[config.mk]
export PLATFORM = sky130hd
export DESIGN_NAME = cfsc_status_counter
export DESIGN_NICKNAME = d
export VERILOG_FILES = /design/src/cfsc_pkg.sv /design/src/cfsc_status_counter.sv
export VERILOG_INCLUDE_DIRS = /design/src
export SDC_FILE = /design/constraint.sdc
export NUM_CORES = 1
export LEC_CHECK = 0
export ABC_AREA = 1
export BUFFER_PORTS_ARGS = -buffer_cell sky130_fd_sc_hd__buf_2
export CAP_MARGIN = 20
export CORE_MARGIN = 2
export CORE_UTILIZATION = 63
export CTS_CLUSTER_DIAMETER = 200
export CTS_CLUSTER_SIZE = 30
export DETAILED_ROUTE_END_ITERATION = 16
export PLACE_DENSITY = 0.92
export SETUP_SLACK_MARGIN = 0.2
export SLEW_MARGIN = 10
export SYNTH_ARGS = -nofsm -noshare
export SYNTH_HDL_FRONTEND = slang
export SYNTH_SLANG_ARGS = --single-unit
[constraint.sdc]
create_clock -name mclk -period 6.17 [get_ports mclk]
set_clock_uncertainty 0.15 [all_clocks]
set_input_delay 1.234 -clock mclk [delete_from_list [all_inputs] [get_ports mclk]]
set_output_delay 1.234 -clock mclk [all_outputs]
set_load 0.005 [all_outputs]
[src/cfsc_defs.svh]
// How it works
// - Counter reload before countdown ends sets late-edge bit 7.
// - Edges finishing out of order or together set status bit 6.
// - Residue or calibration adder overflow sets status bit 5.
// - Nonincreasing back-to-back vernier delay sets status bit 4.
// - Edge and window fails accumulate into status bits 3 to 0.
// - Fail events counted as 32-bit unsigned, up to four per period.
// - Low counter register shows the 16 low bits, resets to zero.
// - Low register read snapshots whole counter; returns snapshot low half.
// - High register read returns snapshot upper half, never live counter.
// - Low write goes to holding storage; high write loads full counter.
// - High counter register at 0x02 shows 16 high bits, resets zero.
// - Fail mask bit high stops fail flags and fail counting; manual increment still counts.
// - Writing one to increment bit bumps the counter once; zero ignored.
`ifndef CFSC_DEFS_SVH
`define CFSC_DEFS_SVH

`define CFSC_ADDR_W        5
`define CFSC_DATA_W        16
`define CFSC_CNT_W         32
`define CFSC_DELAY_W       8

`define CFSC_OFF_STATUS    5'h00
`define CFSC_OFF_CNT_LO    5'h01
`define CFSC_OFF_CNT_HI    5'h02
`define CFSC_OFF_DYN_CFG   5'h04

`define CFSC_BIT_LATE      7
`define CFSC_BIT_ORDER     6
`define CFSC_BIT_OVF       5
`define CFSC_BIT_CLOSE     4
`define CFSC_BIT_FAILMASK  2
`define CFSC_BIT_INCR      0

`define CFSC_RST_STATUS    8'h00
`define CFSC_RST_CNT       32'h0000_0000
`define CFSC_RST_HALF      16'h0000

`endif

[src/cfsc_pkg.sv]
package cfsc_pkg;

	// Edge generator error events, one cycle each
	typedef struct packed {
		logic [3:0] edgeDone;
		logic       orderErr;
		logic       reloadEarly;
		logic       residueOvf;
		logic       calOvf;
	} cfsc_evt_s;

	// Comparator results for one pattern period
	typedef struct packed {
		logic       strobe;
		logic [3:0] edgeFail;
		logic [3:0] windowFail;
		logic [3:0] patMask;
	} cfsc_fail_s;

	// Delay value handed to a vernier
	typedef struct packed {
		logic       valid;
		logic [7:0] delay;
	} cfsc_vern_s;

	typedef enum logic [1:0] {
		CFSC_VDRIVE   = 2'h0,
		CFSC_VCOMPARE = 2'h1
	} cfsc_vern_e;

endpackage

[src/cfsc_status_counter.sv]
`timescale 1ns/100ps
`include "cfsc_defs.svh"

module cfsc_status_counter
	import cfsc_pkg::*;
#(
	parameter int CNT_W = `CFSC_CNT_W
) (
	input  wire logic                      mclk,
	input  wire logic                      rst,
	input  wire logic                      ce,
	input  wire logic                      bankSel,
	input  wire logic                      regWr,
	input  wire logic                      regRd,
	input  wire logic [`CFSC_ADDR_W-1:0]   regAddr,
	input  wire logic [`CFSC_DATA_W-1:0]   regWdata,
	input  wire cfsc_evt_s                 evt,
	input  wire cfsc_fail_s                fail,
	input  wire cfsc_vern_s [1:0]          vern,
	output logic [`CFSC_DATA_W-1:0]        rdData,
	output logic                           rdValid,
	output logic                           failMask
);

	// ----------------------------------------
	// Address decode
	// ----------------------------------------
	function automatic logic hit(input logic [`CFSC_ADDR_W-1:0] a,
		input logic [`CFSC_ADDR_W-1:0] off);
		hit = (a == off);
	endfunction

	function automatic logic [2:0] popCount(input logic [3:0] v);
		popCount = {2'h0, v[0]} + {2'h0, v[1]} + {2'h0, v[2]}
			+ {2'h0, v[3]};
	endfunction

	wire logic wrAcc = ce & bankSel & regWr;
	wire logic rdAcc = ce & bankSel & regRd & ~regWr;
	wire logic wrLo  = wrAcc & hit(regAddr, `CFSC_OFF_CNT_LO);
	wire logic wrHi  = wrAcc & hit(regAddr, `CFSC_OFF_CNT_HI);
	wire logic wrDyn = wrAcc & hit(regAddr, `CFSC_OFF_DYN_CFG);
	wire logic rdSt  = rdAcc & hit(regAddr, `CFSC_OFF_STATUS);
	wire logic rdLo  = rdAcc & hit(regAddr, `CFSC_OFF_CNT_LO);
	wire logic rdHi  = rdAcc & hit(regAddr, `CFSC_OFF_CNT_HI);
	wire logic rdDyn = rdAcc & hit(regAddr, `CFSC_OFF_DYN_CFG);

	// ----------------------------------------
	// State
	// ----------------------------------------
	logic [7:0]              status_r;
	logic [7:0]              status_nxt;
	logic [CNT_W-1:0]        failCnt_r;
	logic [CNT_W-1:0]        failCnt_nxt;
	logic [CNT_W-1:0]        snap_r;
	logic [`CFSC_DATA_W-1:0] wrHoldLo_r;
	logic                    failMask_r;
	logic [`CFSC_DATA_W-1:0] rdData_r;
	logic [`CFSC_DATA_W-1:0] rdData_nxt;
	logic                    rdValid_r;
	cfsc_vern_s [1:0]        vernPrev_r;

	// ----------------------------------------
	// Edge error detection
	// ----------------------------------------
	wire logic [2:0] doneCnt = popCount(evt.edgeDone);
	wire logic       lateEdge = evt.reloadEarly;
	wire logic       orderBad = evt.orderErr | (doneCnt > 3'h1);
	wire logic       adderOvf = evt.residueOvf | evt.calOvf;
	logic [1:0]      tooClose;

	genvar g;
	generate
		for (g = 0; g < 2; g++) begin : gVern
			assign tooClose[g] = vern[g].valid & vernPrev_r[g].valid
				& (vern[g].delay <= vernPrev_r[g].delay);
		end
	endgenerate

	// ----------------------------------------
	// Fail accumulation
	// ----------------------------------------
	wire logic [3:0] failHit = (fail.edgeFail | fail.windowFail)
		& ~fail.patMask & {4{fail.strobe & ~failMask_r}};
	wire logic       manualInc = wrDyn & regWdata[`CFSC_BIT_INCR];
	wire logic [2:0] addAmt = popCount(failHit)
		+ {2'h0, manualInc};

	always_comb begin
		status_nxt = status_r
			| {lateEdge, orderBad, adderOvf, |tooClose, failHit};
		if (wrHi)
			failCnt_nxt = {regWdata, wrHoldLo_r};
		else
			failCnt_nxt = failCnt_r + {{(CNT_W-3){1'b0}}, addAmt};
	end

	// ----------------------------------------
	// Read mux
	// ----------------------------------------
	always_comb begin
		rdData_nxt = `CFSC_RST_HALF;
		if (rdSt)
			rdData_nxt = {8'h00, status_r};
		else if (rdLo)
			rdData_nxt = failCnt_r[15:0];
		else if (rdHi)
			rdData_nxt = snap_r[31:16];
		else if (rdDyn)
			rdData_nxt = {13'h0000, failMask_r, 2'h0};
	end

	// ----------------------------------------
	// Registers
	// ----------------------------------------
	always_ff @(posedge mclk or posedge rst) begin
		if (rst) begin
			status_r   <= `CFSC_RST_STATUS;
			failCnt_r  <= `CFSC_RST_CNT;
			snap_r     <= `CFSC_RST_CNT;
			wrHoldLo_r <= `CFSC_RST_HALF;
			failMask_r <= 1'b0;
			vernPrev_r <= '0;
		end else if (ce) begin
			status_r   <= status_nxt;
			failCnt_r  <= failCnt_nxt;
			vernPrev_r <= vern;
			if (rdLo)
				snap_r <= failCnt_r;
			if (wrLo)
				wrHoldLo_r <= regWdata;
			if (wrDyn)
				failMask_r <= regWdata[`CFSC_BIT_FAILMASK];
		end
	end

	always_ff @(posedge mclk or posedge rst) begin
		if (rst) begin
			rdData_r  <= `CFSC_RST_HALF;
			rdValid_r <= 1'b0;
		end else if (ce) begin
			rdData_r  <= rdData_nxt;
			rdValid_r <= rdAcc;
		end
	end

	assign rdData   = rdData_r;
	assign rdValid  = rdValid_r;
	assign failMask = failMask_r;

	// ----------------------------------------
	// Checks
	// ----------------------------------------
	property p_lateEdge;
		@(posedge mclk) disable iff (rst)
		ce && evt.reloadEarly |=> status_r[`CFSC_BIT_LATE];
	endproperty
	a_lateEdge: assert property (p_lateEdge)
		else $error("late edge flag not set");

	property p_orderErr;
		@(posedge mclk) disable iff (rst)
		ce && (evt.edgeDone == 4'h3) |=> status_r[`CFSC_BIT_ORDER];
	endproperty
	a_orderErr: assert property (p_orderErr)
		else $error("simultaneous finish not flagged");

	property p_adderOvf;
		@(posedge mclk) disable iff (rst)
		ce && evt.calOvf |=> status_r[`CFSC_BIT_OVF];
	endproperty
	a_adderOvf: assert property (p_adderOvf)
		else $error("adder overflow not flagged");

	property p_tooClose;
		@(posedge mclk) disable iff (rst)
		ce && vern[0].valid ##1 ce && vern[0].valid
			&& vern[0].delay <= $past(vern[0].delay)
			|=> status_r[`CFSC_BIT_CLOSE];
	endproperty
	a_tooClose: assert property (p_tooClose)
		else $error("close edges not flagged");

	property p_sticky;
		@(posedge mclk) disable iff (rst)
		status_r[`CFSC_BIT_LATE] |=> status_r[`CFSC_BIT_LATE][*3];
	endproperty
	a_sticky: assert property (p_sticky)
		else $error("sticky flag cleared");

	property p_readLow;
		@(posedge mclk) disable iff (rst)
		rdLo |=> rdValid && rdData == $past(failCnt_r[15:0])
			&& snap_r == $past(failCnt_r);
	endproperty
	a_readLow: assert property (p_readLow)
		else $error("low read snapshot wrong");

	property p_readHigh;
		@(posedge mclk) disable iff (rst)
		rdHi |=> rdValid && rdData == $past(snap_r[31:16]);
	endproperty
	a_readHigh: assert property (p_readHigh)
		else $error("high read not from snapshot");

	property p_preload;
		@(posedge mclk) disable iff (rst)
		wrLo ##1 wrHi |=> failCnt_r == {$past(regWdata),
			$past(regWdata, 2)};
	endproperty
	a_preload: assert property (p_preload)
		else $error("preload value wrong");

	property p_masked;
		@(posedge mclk) disable iff (rst)
		ce && failMask_r && !wrAcc |=> failCnt_r == $past(failCnt_r)
			&& status_r[3:0] == $past(status_r[3:0]);
	endproperty
	a_masked: assert property (p_masked)
		else $error("masked fail accumulated");

	property p_manualInc;
		@(posedge mclk) disable iff (rst)
		manualInc && !fail.strobe |=> failCnt_r == $past(failCnt_r) + 1;
	endproperty
	a_manualInc: assert property (p_manualInc)
		else $error("manual increment missed");

endmodule

==> impl_metrics.ini <==
[status]
status = finished, final reports clean

[clocking]
cts_resized = 0
clk_latency_ns = 0.37
hold_buffers = 0
ctsHtreeMaxLevel = 3
cts.sinks = 108
cts_buffers = 9
post_cts_buffers = 0
clockRootBuffer = clkbuf_8
tritoncts = done
cts_buffer_depth = 2
path_clk_slew_ns = 0.10

[yosys]
syn_area_mm2 = 0.00623
synth-seq-area-share_pct = 43.4
synth_nets = 906
async_flop_share_pct = 100
synth_cells = 816
synth_area_leaders = dfrtp_1 (43%), nand2_1 (17%), inv_1 (5.5%)
ys.flop_type = dfrtp_1
yosysUniqueCellTypes = 38
synth_seq_cells = 108
synth-edff-count = 0
synth_top_area_share_pct = 43.4
synth.avg_cell_area_um2 = 7.64
yosysTopAreaCell = dfrtp_1
ys_warn_count = 0

[power]
sequentialPowerShare_pct = 49.2
comb_power_share_pct = 20.1
design_power_total_mw = 1.75
power_density_mw_per_mm2 = 253
p_clk_share_pct = 30.7
max-vdd-ir-drop_v = 0.000179
p_sw_mw = 0.561
switching_share_pct = 32.0
leakagePower_nw = 3.58
p_int_mw = 1.19

[setup_path]
r2r_start = failMask
cp.required_ns = 6.26
r2r_setup_slack_ns = 2.34
r2r_end = failCnt_r[8]
arrival_ns = 4.35
critPathCaptureType = flop
crit_type = in -> reg
cp_max_fo = 5
reg2regPathDepth = 13
cp-start-kind = input pin

[final_layout]
final_cell_count_no_fill = 1023
drive_above_1_share_pct = 15.6
nets = 975
utilization_pct = 71.6
final_design_area_no_fill_mm2 = 0.00694
n_antenna_cell = 0
areaGrowthSynthToFinish_pct = 11.3

[floorplanning]
start_util_pct = 64.4
die_h_um = 103
io_pins = 84
row_count = 36
dieWidth_um = 103
die_area_mm2 = 0.0107
coreArea_mm2 = 0.00968

[place]
placed_area_mm2 = 0.00668
pre_cts_slack_ns = 1.64
hpwlAfterDp_um = 11000
io_buffers = 83
place.gp.congestion = 1.00
place_inst = 1007

[global_routing]
grt_overflow_total = 0
grt_max_degree = 73
grt_usage_pct = 31.0
grt_pass1_wl_um = 25400
grt_pass1_vias = 5348
antenna_found_initial = 0

[timing]
rsz0062_at_grt = false
worstMarginPinSlew_ns = 0.988
hold_viol = 0
setup_viol = 0
fin_setup_tns_ns = 0
setup_ws_ns = 1.92
finalCritPeriodShare_pct = 68.9
worst_hold_slack_ns = 0.317
period_minus_slack_ns = 4.25
slew_violations = 0
fmax_mhz = 235
max_slew_margin_pct = 34.0

[detailed_routing]
wl_per_cell_um = 15.1
drt_drc_violations_left = 0
dr.pass1.iters = 9
drt_iter0_markers = 501
wl_um = 15400
vias = 5663
final_antenna_net_count = 0
viasPerCell = 5.54

[run]
drv_cap = 0

[worst_hold_path]
min_path_type = reg -> reg
worstHoldStart = status_r[0]
hold_depth = 1
holdPathEnd = status_r[0]
cell type report:
class	count	area, um2
multi-input combinational	587	3030
fill	776	2750
sequential	108	2700
timing repair buffer	85	430
inverter	94	355
tap	133	166
clock buffer	10	138
clock inverter	6	118
placed cells by master, fill, tap and decap left out, types with 9 or more instances in the layout:
master,instances
a21oi_1,24
buf_2,83
clkbuf_8,10
dfrtp_1,108
ha_1,20
inv_1,90
nand2_1,284
nand3_1,52
nor2_1,58
o21ai_0,67
o21ai_1,9
sequential cells by signal, indices dropped and copies added, names as in the netlist:
signal	count
wrHoldLo_r	16
failMask	1
rdValid	1
status_r	8
snap_r	16
rdData	16
vernPrev_r	18
failCnt_r	32
cells by family (layout without fill, tap and decap cells):
| kind of cell | Yosys count | after routing | share of synthesized area, % |
|---|---|---|---|
| mux | 14 | 14 | 2.89 |
| buf+inv | 121 | 195 | 8.09 |
| fa+ha+maj | 24 | 24 | 5.30 |
| compound gates | 117 | 117 | 10.1 |
| flops | 108 | 108 | 43.4 |
| simple gates | 429 | 429 | 29.8 |
| xor+xnor | 3 | 3 | 0.422 |
how the worst max path moves through the flow:
| stage | from | endpoint | cells past startpoint |
|---|---|---|---|
| after global routing | fail[12] | failCnt_r[30] | 16 |
| after floorplan | rst | failCnt_r[0] | 1 |
| final | fail[12] | failCnt_r[8] | 13 |
| after global placement | fail[12] | failCnt_r[22] | 15 |
| after CTS | fail[12] | failCnt_r[8] | 13 |
| after detailed placement | fail[12] | failCnt_r[22] | 15 |
cell usage after synthesis, types with 2 or more instances:
cell type,number
nand2_1,284
dfrtp_1,108
inv_1,91
o21ai_0,67
nor2_1,58
nand3_1,52
a21oi_1,24
ha_1,20
clkbuf_1,11
o21ai_1,9
mux2_2,8
buf_2,7
nand4_1,7
mux2_4,6
a21o_1,5
buf_4,5
o211ai_1,5
fa_1,4
nor2_2,4
nor2_4,4
nor3_1,4
or2_0,4
buf_6,3
inv_2,3
nand2_4,3
o21a_1,3
nand2_2,2
nand3_4,2
o2111ai_1,2
o21bai_1,2
xor2_1,2
routing by layer:
metal	up-vias	wire length, um	track usage [%]
met3	44	1450	6.85
met5	-	0	0
met2	284	6890	46.9
met1	2599	6610	44.0
li1	2736	-	-
met4	0	447	11.9
power groups by stage:
stage | Combinational (mW) | Clock, mW | Sequential (mW)
finish | 0.353 | 0.538 | 0.861
global route | 0.403 | 0.566 | 0.869
CTS | 0.348 | 0.542 | 0.856
detailed placement | 0.342 | 0 | 0.868
global placement | 0.330 | 0 | 0.865
floorplan | 0.261 | 0 | 0.838
critical path, cell delays in order:
cell	delay, ns
buf_2	0.08
nand2_1	0.12
nor3_1	0.35
fa_1	0.52
fa_1	0.49
ha_1	0.25
fa_1	0.44
nand3_1	0.11
nand2_1	0.15
nand2_1	0.16
a21oi_1	0.10
o21ai_0	0.26
inv_1	0.09
Note: power is estimated with default switching activity, not from simulation.
